File: src/common/gpio_pwm_pkg.sv
// Constants shared by the dual GPIO/PWM port block.
// Assumes byte-wide I/O port and configuration space accesses from the host.
package gpio_pwm_pkg;
    // I/O port addresses
    localparam logic [15:0] IO_DATA0 = 16'h0078;
    localparam logic [15:0] IO_DATA1 = 16'h0079;
    localparam logic [15:0] IO_DIR0 = 16'h0098;
    localparam logic [15:0] IO_DIR1 = 16'h0099;
    localparam logic [15:0] IO_LED = 16'h01ED;
    // Configuration space: interrupt block of port 0 and port 1
    localparam logic [7:0] CFG_P0_BASE = 8'hDC;
    localparam logic [7:0] CFG_P1_BASE = 8'hE0;
    localparam logic [1:0] CFG_MASK = 2'h0;
    localparam logic [1:0] CFG_LEVEL = 2'h1;
    localparam logic [1:0] CFG_PERIOD = 2'h2;
    localparam logic [1:0] CFG_ROUTE = 2'h3;
    // Configuration space: PWM and status
    localparam logic [7:0] CFG_PWM_SEL = 8'hE4;
    localparam logic [7:0] CFG_PWM_HIGH = 8'hE5;
    localparam logic [7:0] CFG_PWM_LOW = 8'hE6;
    localparam logic [7:0] CFG_PWM_BURST = 8'hE7;
    localparam logic [7:0] CFG_PORT_MODE = 8'hE8;
    localparam logic [7:0] CFG_DONE0 = 8'hEA;
    localparam logic [7:0] CFG_DONE1 = 8'hEB;
    localparam logic [7:0] CFG_GSTAT0 = 8'hEC;
    localparam logic [7:0] CFG_GSTAT1 = 8'hED;
    // Route register fields
    localparam int ROUTE_IRQ_LSB = 0;
    localparam int ROUTE_IRQ_W = 4;
    localparam int ROUTE_CONT_BIT = 4;
    // Sizes
    localparam int PORT_W = 8;
    localparam int PINS = 16;
    localparam int FILT_W = 9;
    // Reset values
    localparam logic [15:0] DIR_RST = 16'h0000;
    localparam logic [15:0] MASK_RST = 16'h0000;
    localparam logic [15:0] DATA_RST = 16'h0000;
    localparam logic [15:0] LEVEL_RST = 16'h0000;
    localparam logic [7:0] PERIOD_RST = 8'h00;
    localparam logic [7:0] CNT_RST = 8'h00;
    localparam logic [3:0] IRQSEL_RST = 4'h0;

    typedef enum logic [2:0] {
        PWM_IDLE = 3'b001,
        PWM_HIGH = 3'b010,
        PWM_LOW = 3'b100
    } pwm_state_t;
endpackage

File: src/hw/dual_gpio_pwm_port.sv
// Two 8-bit GPIO ports with input interrupts, per-pin PWM and a status LED.
// Assumes host I/O and config accesses synchronous to clk; pins are asynchronous.
// What this block does
// - Sixteen pins as two 8-bit ports
// - Each port is GPIO or PWM outputs
// - Direction and data registers at documented ports
// - Direction bit n controls pin n alone
// - Per-pin mask selects interrupting inputs
// - Per-pin high or low trigger level
// - Interrupt only after condition outlasts programmed period
// - Selectable IRQ line, once or continuous
// - Interrupt registers in config space DC-E3
// - PWM pin runs continuous or counted burst
// - Separate high and low counts set frequency
// - Interrupt when a pulse burst completes
// - Port STATUS_INDICATOR_CONTROL bit 0 drives status LED
`timescale 1ns/1ps
module dual_gpio_pwm_port
    import gpio_pwm_pkg::*;
(
    input wire logic clk, // 25 MHz clock
    input wire logic arst_n, // Asynchronous reset, active low
    input wire logic [15:0] ioAddr, // I/O port address
    input wire logic ioWr, // I/O write strobe
    input wire logic ioRd, // I/O read strobe
    input wire logic [7:0] ioWdata, // I/O write data
    output logic [7:0] ioRdata_q, // I/O read data, one cycle after ioRd
    input wire logic [7:0] cfgAddr, // Config space offset
    input wire logic cfgWr, // Config write strobe
    input wire logic cfgRd, // Config read strobe
    input wire logic [7:0] cfgWdata, // Config write data
    output logic [7:0] cfgRdata_q, // Config read data, one cycle after cfgRd
    input wire logic [15:0] pinIn, // Pin levels, asynchronous
    output logic [15:0] pinOut, // Pin drive values
    output logic [15:0] pinOe, // Pin output enables
    output logic [15:0] irqLines_q, // Interrupt request lines, level
    output logic statusLed_q // Status LED, high is on
);
    // ****************************************
    // Pin synchroniser
    // ****************************************
    logic [15:0] sync1_q, sync2_q;
    always_ff @(posedge clk or negedge arst_n) begin
        if (!arst_n) begin
            sync1_q <= 16'h0000;
            sync2_q <= 16'h0000;
        end else begin
            sync1_q <= pinIn;
            sync2_q <= sync1_q;
        end
    end

    // ****************************************
    // Register file
    // ****************************************
    logic [15:0] data_q, data_d, dir_q, dir_d, mask_q, mask_d, level_q, level_d;
    logic [7:0] period_q [2], period_d [2];
    logic [3:0] irqSel_q [2], irqSel_d [2];
    logic [1:0] cont_q, cont_d, portPwm_q, portPwm_d;
    logic [3:0] pwmSel_q, pwmSel_d;
    logic [7:0] highCnt_q [PINS], highCnt_d [PINS], lowCnt_q [PINS], lowCnt_d [PINS];
    logic [7:0] burst_q [PINS], burst_d [PINS];
    logic [15:0] done_q, done_d, gstat_q, gstat_d, doneSet, gstatSet, qual, pwmStart, pwmWave;
    logic led_d;
    logic [7:0] ioRdata_d, cfgRdata_d;
    logic [15:0] pinMix;
    logic cfgP0, cfgP1;
    logic [1:0] cfgSub;

    assign pinMix = (dir_q & data_q) | (~dir_q & sync2_q);
    assign cfgP0 = cfgAddr[7:2] == CFG_P0_BASE[7:2];
    assign cfgP1 = cfgAddr[7:2] == CFG_P1_BASE[7:2];
    assign cfgSub = cfgAddr[1:0];

    always_comb begin
        data_d = data_q;
        dir_d = dir_q;
        mask_d = mask_q;
        level_d = level_q;
        period_d = period_q;
        irqSel_d = irqSel_q;
        cont_d = cont_q;
        portPwm_d = portPwm_q;
        pwmSel_d = pwmSel_q;
        highCnt_d = highCnt_q;
        lowCnt_d = lowCnt_q;
        burst_d = burst_q;
        led_d = statusLed_q;
        pwmStart = 16'h0000;
        done_d = done_q;
        gstat_d = gstat_q;
        ioRdata_d = ioRdata_q;
        cfgRdata_d = cfgRdata_q;
        if (ioWr) begin
            case (ioAddr)
                IO_DATA0: data_d[7:0] = ioWdata;
                IO_DATA1: data_d[15:8] = ioWdata;
                IO_DIR0: dir_d[7:0] = ioWdata;
                IO_DIR1: dir_d[15:8] = ioWdata;
                IO_LED: led_d = ioWdata[0];
                default: ;
            endcase
        end
        if (ioRd) begin
            case (ioAddr)
                IO_DATA0: ioRdata_d = pinMix[7:0];
                IO_DATA1: ioRdata_d = pinMix[15:8];
                IO_DIR0: ioRdata_d = dir_q[7:0];
                IO_DIR1: ioRdata_d = dir_q[15:8];
                default: ioRdata_d = 8'h00; // LED port is write-only
            endcase
        end
        if (cfgWr && (cfgP0 || cfgP1)) begin
            case (cfgSub)
                CFG_MASK: mask_d[cfgP1*8 +: 8] = cfgWdata;
                CFG_LEVEL: level_d[cfgP1*8 +: 8] = cfgWdata;
                CFG_PERIOD: period_d[cfgP1] = cfgWdata;
                default: begin
                    irqSel_d[cfgP1] = cfgWdata[ROUTE_IRQ_LSB +: ROUTE_IRQ_W];
                    cont_d[cfgP1] = cfgWdata[ROUTE_CONT_BIT];
                end
            endcase
        end else if (cfgWr) begin
            case (cfgAddr)
                CFG_PWM_SEL: pwmSel_d = cfgWdata[3:0];
                CFG_PWM_HIGH: highCnt_d[pwmSel_q] = cfgWdata;
                CFG_PWM_LOW: lowCnt_d[pwmSel_q] = cfgWdata;
                CFG_PWM_BURST: begin
                    burst_d[pwmSel_q] = cfgWdata;
                    pwmStart[pwmSel_q] = 1'b1;
                end
                CFG_PORT_MODE: portPwm_d = cfgWdata[1:0];
                CFG_DONE0: done_d[7:0] = done_q[7:0] & ~cfgWdata;
                CFG_DONE1: done_d[15:8] = done_q[15:8] & ~cfgWdata;
                CFG_GSTAT0: gstat_d[7:0] = gstat_q[7:0] & ~cfgWdata;
                CFG_GSTAT1: gstat_d[15:8] = gstat_q[15:8] & ~cfgWdata;
                default: ;
            endcase
        end
        // Hardware set wins over a same-cycle software clear
        done_d = done_d | doneSet;
        gstat_d = gstat_d | gstatSet;
        if (cfgRd) begin
            if (cfgP0 || cfgP1) begin
                case (cfgSub)
                    CFG_MASK: cfgRdata_d = mask_q[cfgP1*8 +: 8];
                    CFG_LEVEL: cfgRdata_d = level_q[cfgP1*8 +: 8];
                    CFG_PERIOD: cfgRdata_d = period_q[cfgP1];
                    default: cfgRdata_d = {3'h0, cont_q[cfgP1], irqSel_q[cfgP1]};
                endcase
            end else begin
                case (cfgAddr)
                    CFG_PWM_SEL: cfgRdata_d = {4'h0, pwmSel_q};
                    CFG_PWM_HIGH: cfgRdata_d = highCnt_q[pwmSel_q];
                    CFG_PWM_LOW: cfgRdata_d = lowCnt_q[pwmSel_q];
                    CFG_PWM_BURST: cfgRdata_d = burst_q[pwmSel_q];
                    CFG_PORT_MODE: cfgRdata_d = {6'h00, portPwm_q};
                    CFG_DONE0: cfgRdata_d = done_q[7:0];
                    CFG_DONE1: cfgRdata_d = done_q[15:8];
                    CFG_GSTAT0: cfgRdata_d = gstat_q[7:0];
                    CFG_GSTAT1: cfgRdata_d = gstat_q[15:8];
                    default: cfgRdata_d = 8'h00;
                endcase
            end
        end
    end

    always_ff @(posedge clk or negedge arst_n) begin
        if (!arst_n) begin
            data_q <= DATA_RST;
            dir_q <= DIR_RST;
            mask_q <= MASK_RST;
            level_q <= LEVEL_RST;
            period_q <= '{PERIOD_RST, PERIOD_RST};
            irqSel_q <= '{IRQSEL_RST, IRQSEL_RST};
            cont_q <= 2'b00;
            portPwm_q <= 2'b00;
            pwmSel_q <= 4'h0;
            highCnt_q <= '{default: CNT_RST};
            lowCnt_q <= '{default: CNT_RST};
            burst_q <= '{default: CNT_RST};
            done_q <= 16'h0000;
            gstat_q <= 16'h0000;
            statusLed_q <= 1'b0;
            ioRdata_q <= 8'h00;
            cfgRdata_q <= 8'h00;
        end else begin
            data_q <= data_d;
            dir_q <= dir_d;
            mask_q <= mask_d;
            level_q <= level_d;
            period_q <= period_d;
            irqSel_q <= irqSel_d;
            cont_q <= cont_d;
            portPwm_q <= portPwm_d;
            pwmSel_q <= pwmSel_d;
            highCnt_q <= highCnt_d;
            lowCnt_q <= lowCnt_d;
            burst_q <= burst_d;
            done_q <= done_d;
            gstat_q <= gstat_d;
            statusLed_q <= led_d;
            ioRdata_q <= ioRdata_d;
            cfgRdata_q <= cfgRdata_d;
        end
    end

    // ****************************************
    // Per-pin input filter and PWM engine
    // ****************************************
    pwm_state_t pwmState_q [PINS];
    for (genvar i = 0; i < PINS; i++) begin : g_pin
        localparam int P = i / PORT_W;
        logic [FILT_W-1:0] filt_q, filt_d;
        logic qual_q;
        pwm_state_t state_d;
        logic [7:0] timer_q, timer_d, remain_q, remain_d;
        logic isCont, match;

        assign match = mask_q[i] && (sync2_q[i] == level_q[i]);
        assign qual[i] = filt_q > {1'b0, period_q[P]};
        assign gstatSet[i] = qual[i] && !qual_q;
        assign isCont = burst_q[i] == 8'h00;

        always_comb begin
            filt_d = filt_q;
            if (!match) begin
                filt_d = '0;
            end else if (!(&filt_q)) begin
                filt_d = filt_q + 1'b1;
            end
            state_d = pwmState_q[i];
            timer_d = timer_q;
            remain_d = remain_q;
            doneSet[i] = 1'b0;
            case (pwmState_q[i])
                PWM_IDLE: begin
                    if (portPwm_q[P] && (isCont || remain_q != 8'h00)) begin
                        state_d = PWM_HIGH;
                        timer_d = highCnt_q[i];
                    end
                end
                PWM_HIGH: begin
                    if (timer_q != 8'h00) begin
                        timer_d = timer_q - 1'b1;
                    end else begin
                        state_d = PWM_LOW;
                        timer_d = lowCnt_q[i];
                    end
                end
                PWM_LOW: begin
                    if (timer_q != 8'h00) begin
                        timer_d = timer_q - 1'b1;
                    end else if (isCont) begin
                        state_d = PWM_HIGH;
                        timer_d = highCnt_q[i];
                    end else begin
                        remain_d = remain_q - 1'b1;
                        state_d = (remain_q == 8'h01) ? PWM_IDLE : PWM_HIGH;
                        doneSet[i] = remain_q == 8'h01;
                        timer_d = highCnt_q[i];
                    end
                end
                default: state_d = PWM_IDLE;
            endcase
            // A burst write restarts the pin, so that a half-run pulse is not counted
            if (pwmStart[i]) begin
                remain_d = burst_d[i];
            end
            if (!portPwm_q[P] || pwmStart[i]) begin
                state_d = PWM_IDLE;
            end
        end

        always_ff @(posedge clk or negedge arst_n) begin
            if (!arst_n) begin
                filt_q <= '0;
                qual_q <= 1'b0;
                pwmState_q[i] <= PWM_IDLE;
                timer_q <= 8'h00;
                remain_q <= 8'h00;
            end else begin
                filt_q <= filt_d;
                qual_q <= qual[i];
                pwmState_q[i] <= state_d;
                timer_q <= timer_d;
                remain_q <= remain_d;
            end
        end

        assign pwmWave[i] = pwmState_q[i] == PWM_HIGH;
        // PWM mode forces the pin to drive; GPIO follows its direction bit
        assign pinOe[i] = portPwm_q[P] | dir_q[i];
        assign pinOut[i] = portPwm_q[P] ? pwmWave[i] : data_q[i];
    end

    // ****************************************
    // Interrupt routing
    // ****************************************
    logic [15:0] irqLines_d;
    logic [1:0] portReq;
    always_comb begin
        irqLines_d = 16'h0000;
        for (int p = 0; p < 2; p++) begin
            // Once mode holds a latched event, continuous follows the live condition
            portReq[p] = (cont_q[p] ? |qual[p*8 +: 8] : |gstat_q[p*8 +: 8]) | (|done_q[p*8 +: 8]);
            irqLines_d[irqSel_q[p]] = irqLines_d[irqSel_q[p]] | portReq[p];
        end
    end
    always_ff @(posedge clk or negedge arst_n) begin
        if (!arst_n) begin
            irqLines_q <= 16'h0000;
        end else begin
            irqLines_q <= irqLines_d;
        end
    end
endmodule // dual_gpio_pwm_port

File: config.mk
export PLATFORM = sky130hd
export DESIGN_NAME = dual_gpio_pwm_port
export DESIGN_NICKNAME = d
export VERILOG_FILES = /design/src/common/gpio_pwm_pkg.sv /design/src/hw/dual_gpio_pwm_port.sv
export SDC_FILE = /design/constraint.sdc
export NUM_CORES = 2
export LEC_CHECK = 0
export BUFFER_PORTS_ARGS = -buffer_cell sky130_fd_sc_hd__buf_4
export CAP_MARGIN = 20
export CORE_UTILIZATION = 44
export DETAILED_ROUTE_END_ITERATION = 12
export GPL_TIMING_DRIVEN = 0
export PLACE_DENSITY = 0.64
export SKIP_CTS_REPAIR_TIMING = 1
export SYNTH_ARGS = -nofsm -noshare
export SYNTH_HDL_FRONTEND = slang
export SYNTH_SLANG_ARGS = --single-unit
export TNS_END_PERCENT = 5
File: constraint.sdc
create_clock -name clk -period 4.5 [get_ports clk]
set_input_delay 0 -clock clk [delete_from_list [all_inputs] [get_ports clk]]
set_output_delay 0 -clock clk [all_outputs]
set_load 0.01 [all_outputs]
==> results.py <==
metrics = {
    "die": {
        "core_area_mm2": 0.126,
        "die_h_um": 359,
        "row_count": 130,
        "io_pins": 127,
        "die-area_mm2": 0.129,
        "die_w_um": 359,
        "start_util": 0.445,
    },
    "global_route": {
        "grt_max_degree": 183,
        "grt_pass1_wl_mm": 288,
        "grt_pass1_vias": 43800,
        "grtUsageTotal": 0.303,
        "antenna_found_initial": 17,
        "grt_overflow_total": 0,
    },
    "cts": {
        "cts_made_buffers": 116,
        "clk_latency_ns": 0.78,
        "cts.sinks": 1041,
        "clockBufferDepth": 3,
        "root_buffer": "clkbuf_16",
        "clk_pin_slew_ns": 0.07,
        "cts_tree": "done",
        "cts_max_level": 3,
    },
    "power_and_ir_drop": {
        "p_leak_nw": 28.6,
        "power_per_cell_area_mw_per_mm2": 352,
        "clock_power_share": 0.439,
        "swShare": 0.274,
        "internal-power_mw": 16.4,
        "comb_power_share": 0.120,
        "p_sw_mw": 6.20,
        "peakVddDrop_mv": 0.364,
        "seq_power_share": 0.441,
    },
    "route": {
        "dr.pass1.iters": 8,
        "wire_per_inst_um": 25.9,
        "vias": 46300,
        "drt-initial-drc-count": 5981,
        "vias_per_cell": 6.10,
        "antenna_left": 0,
        "routed_wl_mm": 197,
        "drc": 0,
    },
    "placed_design": {
        "dp_hpwl_mm": 147,
        "routabilityCongestion": 1.01,
        "io_buffers": 114,
    },
    "timing": {
        "worst_pin_slew_ns": 1.28,
        "grt_setup_unrepaired": "true",
        "fin_worst_skew_ns": 0.0331,
        "slew_headroom": 0.145,
        "drv_slew": 0,
        "fin_crit_ns": 4.56,
        "setup_viol": 4,
        "hold_viol": 0,
        "whs_ns": 0.00750,
        "fmax_ghz": 0.219,
        "setup_ws_ns": -0.0577,
        "period_share": 1.01,
    },
    "logic_synthesis": {
        "synth_cell_types": 87,
        "synth_edf_count": 0,
        "ys_async_sr_fraction": 1.00,
        "ys_seq_area_frac": 0.466,
        "ys_ff_latch": 1041,
        "yosys_most_used_dff": "dfrtp_1",
        "synth_area_per_cell_um2": 10.2,
        "yosys_warnings": 0,
        "syn_inst": 5490,
        "synthesis.area_mm2": 0.0560,
        "synth_fp_nets": 5768,
    },
    "finish": {
        "nets": 6101,
        "drive_gt1_frac": 0.161,
        "mostFrequentLayoutCells": "dfrtp_1 (1025), nand2_1 (813), nor2_1 (458)",
        "num-fill-cells": 11400,
        "layout_commonest_cell": "dfrtp_1",
        "syn_to_final_growth_pct": 14.9,
        "utilization": 0.511,
    },
    "run": {
        "timing.max_cap.violations": 0,
    },
    "worst_setup_path": {
        "startpoint_type": "register",
        "criticalPathCategory": "register to register",
        "critical_path_arrival_ns": 5.22,
        "r2r_setup_slack_ns": -0.06,
        "cp.required_ns": 5.17,
        "end_kind": "register",
        "worstPathMaxFanout": 10,
    },
    "outcome": {
        "status": "finished with violations",
        "violations": "negative setup slack",
    },
    "min_path": {
        "hp-class": "input pin to register",
    },
}
cell families after synthesis:
group,count (synthesis),synth area share
XOR/XNOR,245,0.0383
AO/OA/AOI/OAI,1006,0.114
AND/OR/NAND/NOR,2038,0.171
flip-flops,1041,0.466
multiplexers,542,0.135
buffers and inverters,402,0.0277
adder cells (fa/ha/maj),216,0.0483
power groups by stage:
| stage | sequential, mW | combinational [mW] | clock, mW |
|---|---|---|---|
| after global routing | 10.0 | 2.96 | 10.4 |
| after floorplan | 10.0 | 1.61 | 0 |
| after detailed placement | 10.1 | 2.59 | 0 |
| after CTS | 9.96 | 2.60 | 10.0 |
| final | 9.97 | 2.71 | 9.94 |
| after global placement | 10.1 | 2.50 | 0 |
stage by stage:
stage | power (mW) | cells | setup slack [ns] | setup TNS, ns | area (µm²)
2_1_floorplan | 11.6 | 5490 | 1.38 | 0 | 56000
3_3_place_gp | 12.6 | 7254 | -9.33 | -9486.40 | 58900
3_5_place_dp | 12.7 | 7290 | -0.977 | -5.87 | 59600
4_1_cts | 22.6 | 7502 | -0.987 | -6.76 | 63500
5_1_grt | 23.4 | 7570 | -0.00286 | -0.00286 | 64300
6_report | 22.6 | 7578 | -0.0577 | -0.116 | 64300
cell usage after synthesis, types with 26 or more instances:
| cell | number | share of area |
|---|---|---|
| and2_1 | 26 | 0.0029 |
| mux2_2 | 369 | 0.074 |
| nor2_1 | 458 | 0.031 |
| xor2_1 | 119 | 0.019 |
| nand2_1 | 813 | 0.055 |
| buf_1 | 28 | 0.0019 |
| a22o_1 | 30 | 0.0047 |
| xnor2_1 | 126 | 0.020 |
| a22oi_1 | 26 | 0.0035 |
| a21oi_1 | 192 | 0.017 |
| mux2i_1 | 40 | 0.0072 |
| nand3_1 | 122 | 0.011 |
| dfrtp_1 | 1025 | 0.46 |
| mux4_2 | 133 | 0.054 |
| nor2b_1 | 67 | 0.0075 |
| nor3_1 | 121 | 0.011 |
| a222oi_1 | 46 | 0.0082 |
| or3_1 | 48 | 0.0054 |
| a211oi_1 | 47 | 0.0063 |
| clkbuf_1 | 198 | 0.013 |
| nand4_1 | 34 | 0.0038 |
| nor4_1 | 81 | 0.0091 |
| a21o_1 | 29 | 0.0039 |
| nand4b_1 | 30 | 0.0047 |
| or2_2 | 27 | 0.0030 |
| inv_1 | 161 | 0.011 |
| o22ai_1 | 29 | 0.0032 |
| a221oi_1 | 40 | 0.0063 |
| and3_1 | 36 | 0.0040 |
| o21ai_0 | 365 | 0.033 |
| ha_1 | 216 | 0.048 |
| a31oi_1 | 63 | 0.0070 |
| nand2b_1 | 68 | 0.0076 |
registers in the layout, indices dropped and copies added, names as in the netlist, 16 cells and up:
register and cells:
lowCnt_q 128, data_q 16, dir_q 16, sync1_q 16, mask_q 16, gstat_q 16
highCnt_q 128, sync2_q 16, burst_q 128, period_q 16, irqLines_q 16, done_q 16
pwmState_q 48, level_q 16, g_pin.remain_q 128, g_pin.timer_q 128, g_pin.qual_q 16, g_pin.filt_q 144
layout make-up:
class / count / area [µm²] / area share
repair buffers: 216 / 2180 / 0.0339
well taps: 1650 / 2060 / 0.0321
flip-flops and latches: 1041 / 26100 / 0.406
inverters: 161 / 616 / 0.00958
multi-input cells: 4047 / 28400 / 0.442
diodes: 11 / 27.5 / 0.000428
clock buffers: 173 / 3460 / 0.0538
clock inverters: 39 / 507 / 0.00788
plain buffers: 240 / 962 / 0.0150
worst paths after layout:
| check | start | end | depth (start not counted) |
|---|---|---|---|
| max in group asynchronous | arst_n | burst_q[38] | 6 |
| setup reg to reg | pwmSel_q[0] | cfgRdata_q[2] | 9 |
| hold reg to reg | sync1_q[8] | sync2_q[8] | 0 |
| setup / recovery | pwmSel_q[0] | cfgRdata_q[2] | 9 |
| hold / removal | cfgAddr[1] | irqSel_q[4] | 4 |
| min in group asynchronous | arst_n | g_pin[4].filt_q[6] | 3 |
per-layer routing:
metal / track usage / vias to the layer above / part of all wire
met1: 0.403 / 23100 / 0.41
met4: 0.170 / 8 / 0.061
met2: 0.461 / 2116 / 0.45
met5: 0 / - / 0.00018
li1: - / 20500 / -
met3: 0.0635 / 523 / 0.088
worst max-delay path, stage by stage, from the launching register on:
cell and delay [ns]:
dfrtp_1 0.33, buf_2 0.33, buf_2 0.54, buf_2 0.55, buf_1 0.89, mux4_2 0.52, mux4_2 0.48, a22oi_1 0.19
o21ai_0 0.34, o21a_1 0.24
No activity file was read; power rests on OpenSTA's default activity.
